### src/logic/ftr_cfg.svh
// Register offsets, field positions and reset values for the timer front end.
// Assumes inclusion by bare name from the package and the design modules.
`ifndef FTR_CFG_SVH
`define FTR_CFG_SVH

// ----------------------------------------------------------------
// Register byte offsets
// ----------------------------------------------------------------
`define FTR_OFF_SC       8'h00
`define FTR_OFF_CNT      8'h04
`define FTR_OFF_MOD      8'h08
`define FTR_OFF_COUNTER_START_VALUE    8'h4C
`define FTR_OFF_CV0      8'h10
`define FTR_OFF_SWO      8'h94
`define FTR_OFF_LOAD     8'h98
`define FTR_CV_STRIDE    8'h08

// ----------------------------------------------------------------
// Field positions
// ----------------------------------------------------------------
`define FTR_SC_COUNTER_CLOCK_SELECT_LSB  3
`define FTR_SC_PS_LSB    0
`define FTR_LOAD_PERMIT  9
`define FTR_OVR_LVL_LSB  8

// ----------------------------------------------------------------
// Reset values and channel count
// ----------------------------------------------------------------
`define FTR_COUNTER_CLOCK_SELECT_RST     2'h0
`define FTR_PS_RST       3'h0
`define FTR_LOAD_RST     9'h000
`define FTR_SWO_RST      4'h0
`define FTR_NUM_CH       8

`endif

### src/logic/ftr_pkg.sv
// Types for the timer clock, prescale and buffered reload front end.
// Assumes ftr_cfg.svh is on the include path.
`include "ftr_cfg.svh"

package ftr_pkg;
	typedef enum logic [1:0] {
		FTR_CLK_NONE,
		FTR_CLK_SYS,
		FTR_CLK_FIXED,
		FTR_CLK_EXT
	} ftr_clk_sel_t;

	typedef enum logic [1:0] {
		FTR_BUS_IDLE,
		FTR_BUS_ANSWER
	} ftr_bus_st_t;
endpackage

### src/logic/ftr_timer.sv
// Timer front end: counter, buffered reload, output override, register bus.
// Assumes an Avalon-MM master on clk_sys_i and synchronous inputs other than ext_clk_i.
//
// Implementation choice: register access over Avalon-MM.
`timescale 1ns/100ps
`include "ftr_cfg.svh"

// Contract
// Override enable on channel 0 or 1 forces that output to override level.
// Override level 0 drives output low, 1 drives it high.
// On leaving period end, copy period, start, compare buffers to active.
// A selected channel match also triggers the buffered load.
// Load permit bit 9 gates every buffered load.
// Match select bits 7..0 include each channel's match as a trigger.
// Load control bits 31..10 and 8 read zero.
// Load control decodes at byte offset 0x98.
// Everything runs on the system clock only.
// Two-bit clock select picks system, fixed, external, or none.
// Clock select resets to 00.
// Writing 00 stops counting but keeps counter and registers.
// Fixed clock runs at most half the system clock.
// External clock passes a system-clock synchroniser.
// External clock runs at most a quarter of system clock.
// Selected clock feeds a 7-bit prescaler with 3-bit select.
// Main 16-bit counter advances only on prescaler ticks.
// At period end counter reloads with start value.
// Prescale select k divides by two to the power k.
module ftr_timer
	import ftr_pkg::*;
(
	input  wire logic        clk_sys_i,
	input  wire logic        srst_i,
	input  wire logic [7:0]  avs_address_i,
	input  wire logic        avs_read_i,
	input  wire logic        avs_write_i,
	input  wire logic [31:0] avs_writedata_i,
	input  wire logic [3:0]  avs_byteenable_i,
	output logic [31:0]      avs_readdata_o,
	output logic             avs_waitrequest_o,
	input  wire logic        fixed_clk_i,
	input  wire logic        ext_clk_i,
	input  wire logic [1:0]  ch_norm_i,
	output logic [1:0]       ch_out_o,
	output logic [15:0]      count_o,
	output logic             load_pulse_o
);
	localparam int NCH = `FTR_NUM_CH;

	logic [1:0]  counter_clock_select_r, counter_clock_select_nxt;
	logic [2:0]  ps_r, ps_nxt;
	logic [15:0] cnt_r, cnt_nxt;
	logic [15:0] mod_r, mod_nxt, mod_buf_r, mod_buf_nxt;
	logic [15:0] cin_r, cin_nxt, cin_buf_r, cin_buf_nxt;
	logic [15:0] cv_r [NCH];
	logic [15:0] cv_nxt [NCH];
	logic [15:0] cv_buf_r [NCH];
	logic [15:0] cv_buf_nxt [NCH];
	logic [8:0]  load_r, load_nxt;
	logic [3:0]  swo_r, swo_nxt;
	logic [1:0]  out_r, out_nxt;
	logic [31:0] rd_r, rd_nxt;
	logic        lp_r, lp_nxt;
	ftr_bus_st_t st_r, st_nxt;
	logic        tick, at_end, match, do_load;
	logic        wr_acc;
	logic [31:0] wmask;

	function automatic logic [31:0] byte_mask(input logic [3:0] be);
		byte_mask = {{8{be[3]}}, {8{be[2]}}, {8{be[1]}}, {8{be[0]}}};
	endfunction

	// Low 16 bits only; upper lanes have no storage behind them
	function automatic logic [15:0] merge(input logic [15:0] old,
		input logic [31:0] nw, input logic [31:0] m);
		merge = (old & ~m[15:0]) | (nw[15:0] & m[15:0]);
	endfunction

	ftr_prescale u_pre (
		.clk_sys_i   (clk_sys_i),
		.srst_i      (srst_i),
		.clk_sel_i   (counter_clock_select_r),
		.ps_sel_i    (ps_r),
		.fixed_clk_i (fixed_clk_i),
		.ext_clk_i   (ext_clk_i),
		.tick_o      (tick)
	);

	// ----------------------------------------------------------------
	// Bus handshake
	// ----------------------------------------------------------------
	// One wait cycle per access keeps read data registered
	assign avs_waitrequest_o = (avs_read_i | avs_write_i) &
		(st_r == FTR_BUS_IDLE);
	// Write lands at the edge where waitrequest is seen low
	assign wr_acc = avs_write_i & (st_r == FTR_BUS_ANSWER);
	assign wmask  = byte_mask(avs_byteenable_i);

	always_comb begin
		st_nxt = FTR_BUS_IDLE;
		if ((avs_read_i | avs_write_i) && st_r == FTR_BUS_IDLE)
			st_nxt = FTR_BUS_ANSWER;
	end

	// ----------------------------------------------------------------
	// Counter and reload
	// ----------------------------------------------------------------
	always_comb begin
		match = 1'b0;
		for (int i = 0; i < NCH; i++)
			if (load_r[i] && cnt_r == cv_r[i])
				match = 1'b1;
	end

	assign at_end  = tick && cnt_r == mod_r;
	// Load happens at the tick leaving a match or period end
	assign do_load = load_r[`FTR_LOAD_PERMIT - 1] &&
		(at_end || (tick && match));

	always_comb begin
		cnt_nxt     = cnt_r;
		mod_nxt     = mod_r;
		cin_nxt     = cin_r;
		mod_buf_nxt = mod_buf_r;
		cin_buf_nxt = cin_buf_r;
		counter_clock_select_nxt    = counter_clock_select_r;
		ps_nxt      = ps_r;
		load_nxt    = load_r;
		swo_nxt     = swo_r;
		for (int i = 0; i < NCH; i++) begin
			cv_nxt[i]     = cv_r[i];
			cv_buf_nxt[i] = cv_buf_r[i];
		end
		if (tick)
			cnt_nxt = at_end ? cin_r : cnt_r + 16'h0001;
		if (do_load) begin
			mod_nxt = mod_buf_r;
			cin_nxt = cin_buf_r;
			for (int i = 0; i < NCH; i++)
				cv_nxt[i] = cv_buf_r[i];
		end
		if (wr_acc) begin
			unique case (avs_address_i)
				`FTR_OFF_SC: begin
					// Stopping leaves counter untouched
					if (avs_byteenable_i[0]) begin
						counter_clock_select_nxt = avs_writedata_i[4:3];
						ps_nxt   = avs_writedata_i[2:0];
					end
				end
				`FTR_OFF_CNT: cnt_nxt = cin_r;
				`FTR_OFF_MOD:
					mod_buf_nxt = merge(mod_buf_r,
						avs_writedata_i, wmask);
				`FTR_OFF_COUNTER_START_VALUE:
					cin_buf_nxt = merge(cin_buf_r,
						avs_writedata_i, wmask);
				`FTR_OFF_SWO:
					swo_nxt = {avs_writedata_i[9:8], avs_writedata_i[1:0]};
				`FTR_OFF_LOAD: begin
					if (avs_byteenable_i[0])
						load_nxt[7:0] = avs_writedata_i[7:0];
					if (avs_byteenable_i[1])
						load_nxt[8] = avs_writedata_i[9];
				end
				default: begin
					for (int i = 0; i < NCH; i++)
						if (avs_address_i == `FTR_OFF_CV0 +
							8'(i) * `FTR_CV_STRIDE)
							cv_buf_nxt[i] = merge(cv_buf_r[i],
								avs_writedata_i, wmask);
				end
			endcase
		end
	end

	// ----------------------------------------------------------------
	// Read mux and outputs
	// ----------------------------------------------------------------
	always_comb begin
		rd_nxt = rd_r;
		if (avs_read_i && st_r == FTR_BUS_IDLE) begin
			rd_nxt = 32'h0000_0000;
			unique case (avs_address_i)
				`FTR_OFF_SC:    rd_nxt = {27'h0, counter_clock_select_r, ps_r};
				`FTR_OFF_CNT:   rd_nxt = {16'h0000, cnt_r};
				`FTR_OFF_MOD:   rd_nxt = {16'h0000, mod_r};
				`FTR_OFF_COUNTER_START_VALUE: rd_nxt = {16'h0000, cin_r};
				`FTR_OFF_SWO:
					rd_nxt = {22'h0, swo_r[3:2], 6'h00, swo_r[1:0]};
				// Bits 31..10 and 8 read zero
				`FTR_OFF_LOAD:
					rd_nxt = {22'h0, load_r[8], 1'b0, load_r[7:0]};
				default: begin
					for (int i = 0; i < NCH; i++)
						if (avs_address_i == `FTR_OFF_CV0 +
							8'(i) * `FTR_CV_STRIDE)
							rd_nxt = {16'h0000, cv_r[i]};
				end
			endcase
		end
	end

	always_comb begin
		for (int c = 0; c < 2; c++)
			out_nxt[c] = swo_r[c] ? swo_r[c + 2] : ch_norm_i[c];
	end
	assign lp_nxt = do_load;

	always_ff @(posedge clk_sys_i) begin
		if (srst_i) begin
			counter_clock_select_r    <= `FTR_COUNTER_CLOCK_SELECT_RST;
			ps_r      <= `FTR_PS_RST;
			cnt_r     <= 16'h0000;
			mod_r     <= 16'h0000;
			cin_r     <= 16'h0000;
			mod_buf_r <= 16'h0000;
			cin_buf_r <= 16'h0000;
			load_r    <= `FTR_LOAD_RST;
			swo_r     <= `FTR_SWO_RST;
			out_r     <= 2'h0;
			rd_r      <= 32'h0000_0000;
			lp_r      <= 1'b0;
			st_r      <= FTR_BUS_IDLE;
			for (int i = 0; i < NCH; i++) begin
				cv_r[i]     <= 16'h0000;
				cv_buf_r[i] <= 16'h0000;
			end
		end else begin
			counter_clock_select_r    <= counter_clock_select_nxt;
			ps_r      <= ps_nxt;
			cnt_r     <= cnt_nxt;
			mod_r     <= mod_nxt;
			cin_r     <= cin_nxt;
			mod_buf_r <= mod_buf_nxt;
			cin_buf_r <= cin_buf_nxt;
			load_r    <= load_nxt;
			swo_r     <= swo_nxt;
			out_r     <= out_nxt;
			rd_r      <= rd_nxt;
			lp_r      <= lp_nxt;
			st_r      <= st_nxt;
			for (int i = 0; i < NCH; i++) begin
				cv_r[i]     <= cv_nxt[i];
				cv_buf_r[i] <= cv_buf_nxt[i];
			end
		end
	end

	assign avs_readdata_o = rd_r;
	assign ch_out_o       = out_r;
	assign count_o        = cnt_r;
	assign load_pulse_o   = lp_r;
endmodule

### src/logic/ftr_prescale.sv
// Counter clock source selection, external clock synchroniser, prescaler.
// Assumes all inputs synchronous to clk_sys_i except ext_clk_i.
`timescale 1ns/100ps
`include "ftr_cfg.svh"

module ftr_prescale
	import ftr_pkg::*;
(
	input  wire logic       clk_sys_i,
	input  wire logic       srst_i,
	input  wire logic [1:0] clk_sel_i,
	input  wire logic [2:0] ps_sel_i,
	input  wire logic       fixed_clk_i,
	input  wire logic       ext_clk_i,
	output logic            tick_o
);
	logic       ext_s1_r, ext_s2_r, ext_s3_r;
	logic       fix_d_r;
	logic [6:0] pre_r, pre_nxt;
	logic       src_edge;
	logic       wrap;

	// ----------------------------------------------------------------
	// Synchroniser and edge detect
	// ----------------------------------------------------------------
	// First stage feeds only the second stage
	always_ff @(posedge clk_sys_i) begin
		if (srst_i) begin
			ext_s1_r <= 1'b0;
			ext_s2_r <= 1'b0;
			ext_s3_r <= 1'b0;
			fix_d_r  <= 1'b0;
		end else begin
			ext_s1_r <= ext_clk_i;
			ext_s2_r <= ext_s1_r;
			ext_s3_r <= ext_s2_r;
			fix_d_r  <= fixed_clk_i;
		end
	end

	// Other sources are qualifiers, not clocks
	always_comb begin
		unique case (ftr_clk_sel_t'(clk_sel_i))
			FTR_CLK_NONE:  src_edge = 1'b0;
			FTR_CLK_SYS:   src_edge = 1'b1;
			FTR_CLK_FIXED: src_edge = fixed_clk_i & ~fix_d_r;
			FTR_CLK_EXT:   src_edge = ext_s2_r & ~ext_s3_r;
		endcase
	end

	// ----------------------------------------------------------------
	// Prescaler
	// ----------------------------------------------------------------
	// Divide by 2**k: wrap when the low k bits are all ones
	assign wrap = &(pre_r | ~(7'h7F >> (3'h7 - ps_sel_i))) |
		(ps_sel_i == 3'h0);

	always_comb begin
		pre_nxt = pre_r;
		if (src_edge)
			pre_nxt = wrap ? 7'h00 : pre_r + 7'h01;
	end

	always_ff @(posedge clk_sys_i) begin
		if (srst_i)
			pre_r <= 7'h00;
		else
			pre_r <= pre_nxt;
	end

	assign tick_o = src_edge & wrap;
endmodule

### config.mk
export PLATFORM = sky130hd
export DESIGN_NAME = ftr_timer
export DESIGN_NICKNAME = d
export VERILOG_FILES = /design/src/logic/ftr_pkg.sv /design/src/logic/ftr_timer.sv /design/src/logic/ftr_prescale.sv
export VERILOG_INCLUDE_DIRS = /design/src /design/src/logic
export SDC_FILE = /design/constraint.sdc
export NUM_CORES = 1
export LEC_CHECK = 0
export ABC_AREA = 1
export ABC_CLOCK_PERIOD_IN_PS = 2500
export BUFFER_PORTS_ARGS = -buffer_cell sky130_fd_sc_hd__buf_2
export CORE_MARGIN = 2
export CORE_UTILIZATION = 50
export DETAILED_ROUTE_END_ITERATION = 8
export PLACE_DENSITY = 0.67
export SLEW_MARGIN = 25
export SYNTH_ARGS = -nofsm -noshare
export SYNTH_HDL_FRONTEND = slang
export SYNTH_SLANG_ARGS = --single-unit
export TNS_END_PERCENT = 50
### constraint.sdc
create_clock -name clk_sys_i -period 2.5 [get_ports clk_sys_i]
set_input_delay 0.375 -clock clk_sys_i [delete_from_list [all_inputs] [get_ports clk_sys_i]]
set_output_delay 0.375 -clock clk_sys_i [all_outputs]
set_load 0.03 [all_outputs]
==> results_dict.tcl <==
set metrics [dict create \
    cpPeakStageDelay_ns 0.38 \
    wirelength_microns 68970 \
    core_area_sq_mm 0.03758 \
    grt_pass1_vias 17350 \
    syn_area_per_cell_sq_um 6.694 \
    slew_headroom_pct 60.47 \
    yosysWarnings 0 \
    grt_max_degree 74 \
    place_ws_ns 0.07903 \
    antenna_found_initial 1 \
    crit_required_ns 2.95 \
    wl_met1_microns 29480 \
    h-tree-depth 2 \
    area_growth_pct 13.56 \
    fin_tns_setup_ns 0 \
    holdPathEnd "u_pre.fix_d_r$_SDFF_PP0_" \
    status "completed" \
    ir_drop_uv 462.7 \
    worst-setup-path-type "flop to flop" \
    fin_ws_ns 0.1081 \
    drtIter0Drc 1852 \
    firstDrtPassIters 6 \
    n_fill_cell 3761 \
    gp_congestion 1.019 \
    ys_top_cells_by_area "dfxtp_1, nand2_1, a21oi_1, nor2_1, inv_1" \
    cts_buffers 43 \
    cp-end-kind "flop" \
    synth_top_area_share_pct 40.54 \
    r2r-end "cv_r[1][3]$_SDFFE_PP0P_" \
    r2r_slack_ns 0.11 \
    final_cell_mix "nand2_1, a21oi_1, dfxtp_1" \
    overflow 0 \
    min-delay-path-class "input pin to flop" \
    portBuffers 69 \
    timing.final.crit_share_pct 95.68 \
    holdPathStages 3 \
    grt_use_total_pct 34.95 \
    leakagePower_nw 8.476 \
    syn-instance-count 2840 \
    rsz0062_at_grt "yes" \
    cap_violations 0 \
    cp-start-kind "flop" \
    drive_above_1_share_pct 9.863 \
    std_cell_rows 71 \
    highest_layer "met4" \
    viasPerCell 5.513 \
    met3_wirelength_microns 5359 \
    crit_buf_inv 4 \
    fmax_mhz 418.1 \
    crit_chain "inv_1, o21ai_0, nor2_1, nand2_1, nor2_1, nand3_1, nand2_1, inv_2, nand3_4, buf_12, buf_12, nand3_1, nand2_1, nor2_1" \
    reg2regPathDepth 14 \
    die_w_microns 199.0 \
    r2r_start "count_o[7]$_SDFF_PP0_" \
    wl_met2_microns 31420 \
    initial_core_util_pct 50.59 \
    setup_viol 0 \
    clock_latency_ns 0.58 \
    die-area_sq_mm 0.03960 \
    power.density_mw_per_mm2 602.9 \
    cts-root-buf "clkbuf_16" \
    crit_fanout 32 \
    cp_slowest_cell "inv_1" \
    fin_util_pct 57.46 \
    placed_area_sq_mm 0.02014 \
    hold_start "fixed_clk_i" \
    worst_pin_slew_ns 0.5885 \
    layout_min_cycle_time_ns 2.392 \
    clockBufferDepth 3 \
    clk_pin_slew_ns 0.06 \
    synth.distinct_cells 41 \
    final_area_sq_mm 0.02159 \
    ant_nets 0 \
    vias 18920 \
    crit_family "simple AND/OR/NAND/NOR gates" \
    grt_first_pass_wirelength_microns 103000 \
    synthesis.area_sq_mm 0.01901 \
    wl_per_cell_microns 20.10 \
    io_pins 104 \
    ys_seq_area_share_pct 40.54 \
    yosysTopAreaCell "dfxtp_1" \
    cts_tree "built" \
    dieHeight_microns 199.0 \
    drcViolationCount 0 \
    clkSinkCount 385 \
    critPathArrivalTime_ns 2.85 \
    slew_violations 0 \
    skew_ns 0.03360 \
    power.total_w 0.01302 \
    hold_viol 0 \
    place_hpwl_microns 50480 \
    nNetsFinal 2943 \
    synth_seq_cells 385 \
    final_common_cell "nand2_1" \
]
[logic make-up after synthesis]
| family | after synthesis | synth area share (%) |
|---|---|---|
| flops | 385 | 40.54 |
| buf+inv | 523 | 12.53 |
| fa+ha+maj | 2 | 0.1316 |
| compound gates | 699 | 19.04 |
| other cells | 1 | 0.01972 |
| simple gates | 1176 | 25.25 |
| xor+xnor | 54 | 2.488 |
[stage by stage]
stage | hold WS (ns) | cells
after floorplan | 0.3883 | 2855
after global placement | 0.3939 | 3351
after detailed placement | 0.4021 | 3351
after CTS | 0.008901 | 3428
after global routing | 0.05428 | 3431
final | 0.03052 | 3432
[Yosys cell counts, drive strengths merged]
master	n
nand2	571
a21oi	390
dfxtp	385
nor2	343
inv	314
o21ai	264
nand3	206
buf	137
clkbuf	71
xor2	37
nor3	28
o211ai	18
nand4	17
xnor2	17
a211oi	6
o2111ai	6
o22ai	5
or2	5
o221ai	3
a31oi	2
and3	2
ha	2
nor3b	2
o21bai	2
a2111oi	1
a221oi	1
clkinv	1
conb	1
nand3b	1
nor4	1
o31ai	1
[metal layers]
layer	vias to the layer above	global-route usage, %
met2	757	56.59
met3	147	4.934
li1	9229	-
met1	8787	46.99
met5	-	0
met4	0	13.93
[repair_timing]
item | in CTS | in global routing
hold endpoints to repair | 1 | 0
setup buffers | 0 | 2
hold buffers | 1 | 0
endpoints found under the setup margin | 0 | 20
gates resized for setup | 0 | 12
[final cells by class]
cell class | instances | area, sq um | share of cell area [%]
Clock buffer | 68 | 1303 | 6.033
Multi-Input combinational cell | 1947 | 8991 | 41.64
Timing Repair inverter | 1 | 7.507 | 0.03477
Timing Repair Buffer | 196 | 1659 | 7.684
Clock inverter | 8 | 71.32 | 0.3303
Inverter | 315 | 1205 | 5.581
Antenna cell | 1 | 2.502 | 0.01159
Tap cell | 511 | 639.4 | 2.961
Sequential cell | 385 | 7712 | 35.72
[worst min-delay path, stage by stage]
cell    delay, ns
buf_2        0.07
inv_1        0.04
nor2_1       0.07
[report_power, final]
group	total, W	internal, W	switching, W	leakage (nW)
Clock	0.00620	0.00367	0.00253	0.674
Combinational	0.000637	0.000166	0.000471	4.70
Sequential	0.00618	0.00616	0.0000230	3.11
Total	0.0130	0.00999	0.00302	8.48
[worst max path at each step]
stage	cells after the start	end	slack [ns]	start
global route	15	cv_r[1][3]$_SDFFE_PP0P_	-0.02	count_o[6]$_SDFF_PP0_
floorplan	17	cv_r[1][47]$_SDFFE_PP0P_	0.45	count_o[1]$_SDFF_PP0_
CTS	12	cv_r[1][3]$_SDFFE_PP0P_	0.03	count_o[2]$_SDFF_PP0_
finish	14	cv_r[1][3]$_SDFFE_PP0P_	0.11	count_o[7]$_SDFF_PP0_
global placement	14	cv_r[1][3]$_SDFFE_PP0P_	0.1	count_o[11]$_SDFF_PP0_
detailed placement	10	flop	0.08	avs_address_i[2]
No activity file was read; power rests on OpenSTA's default activity.
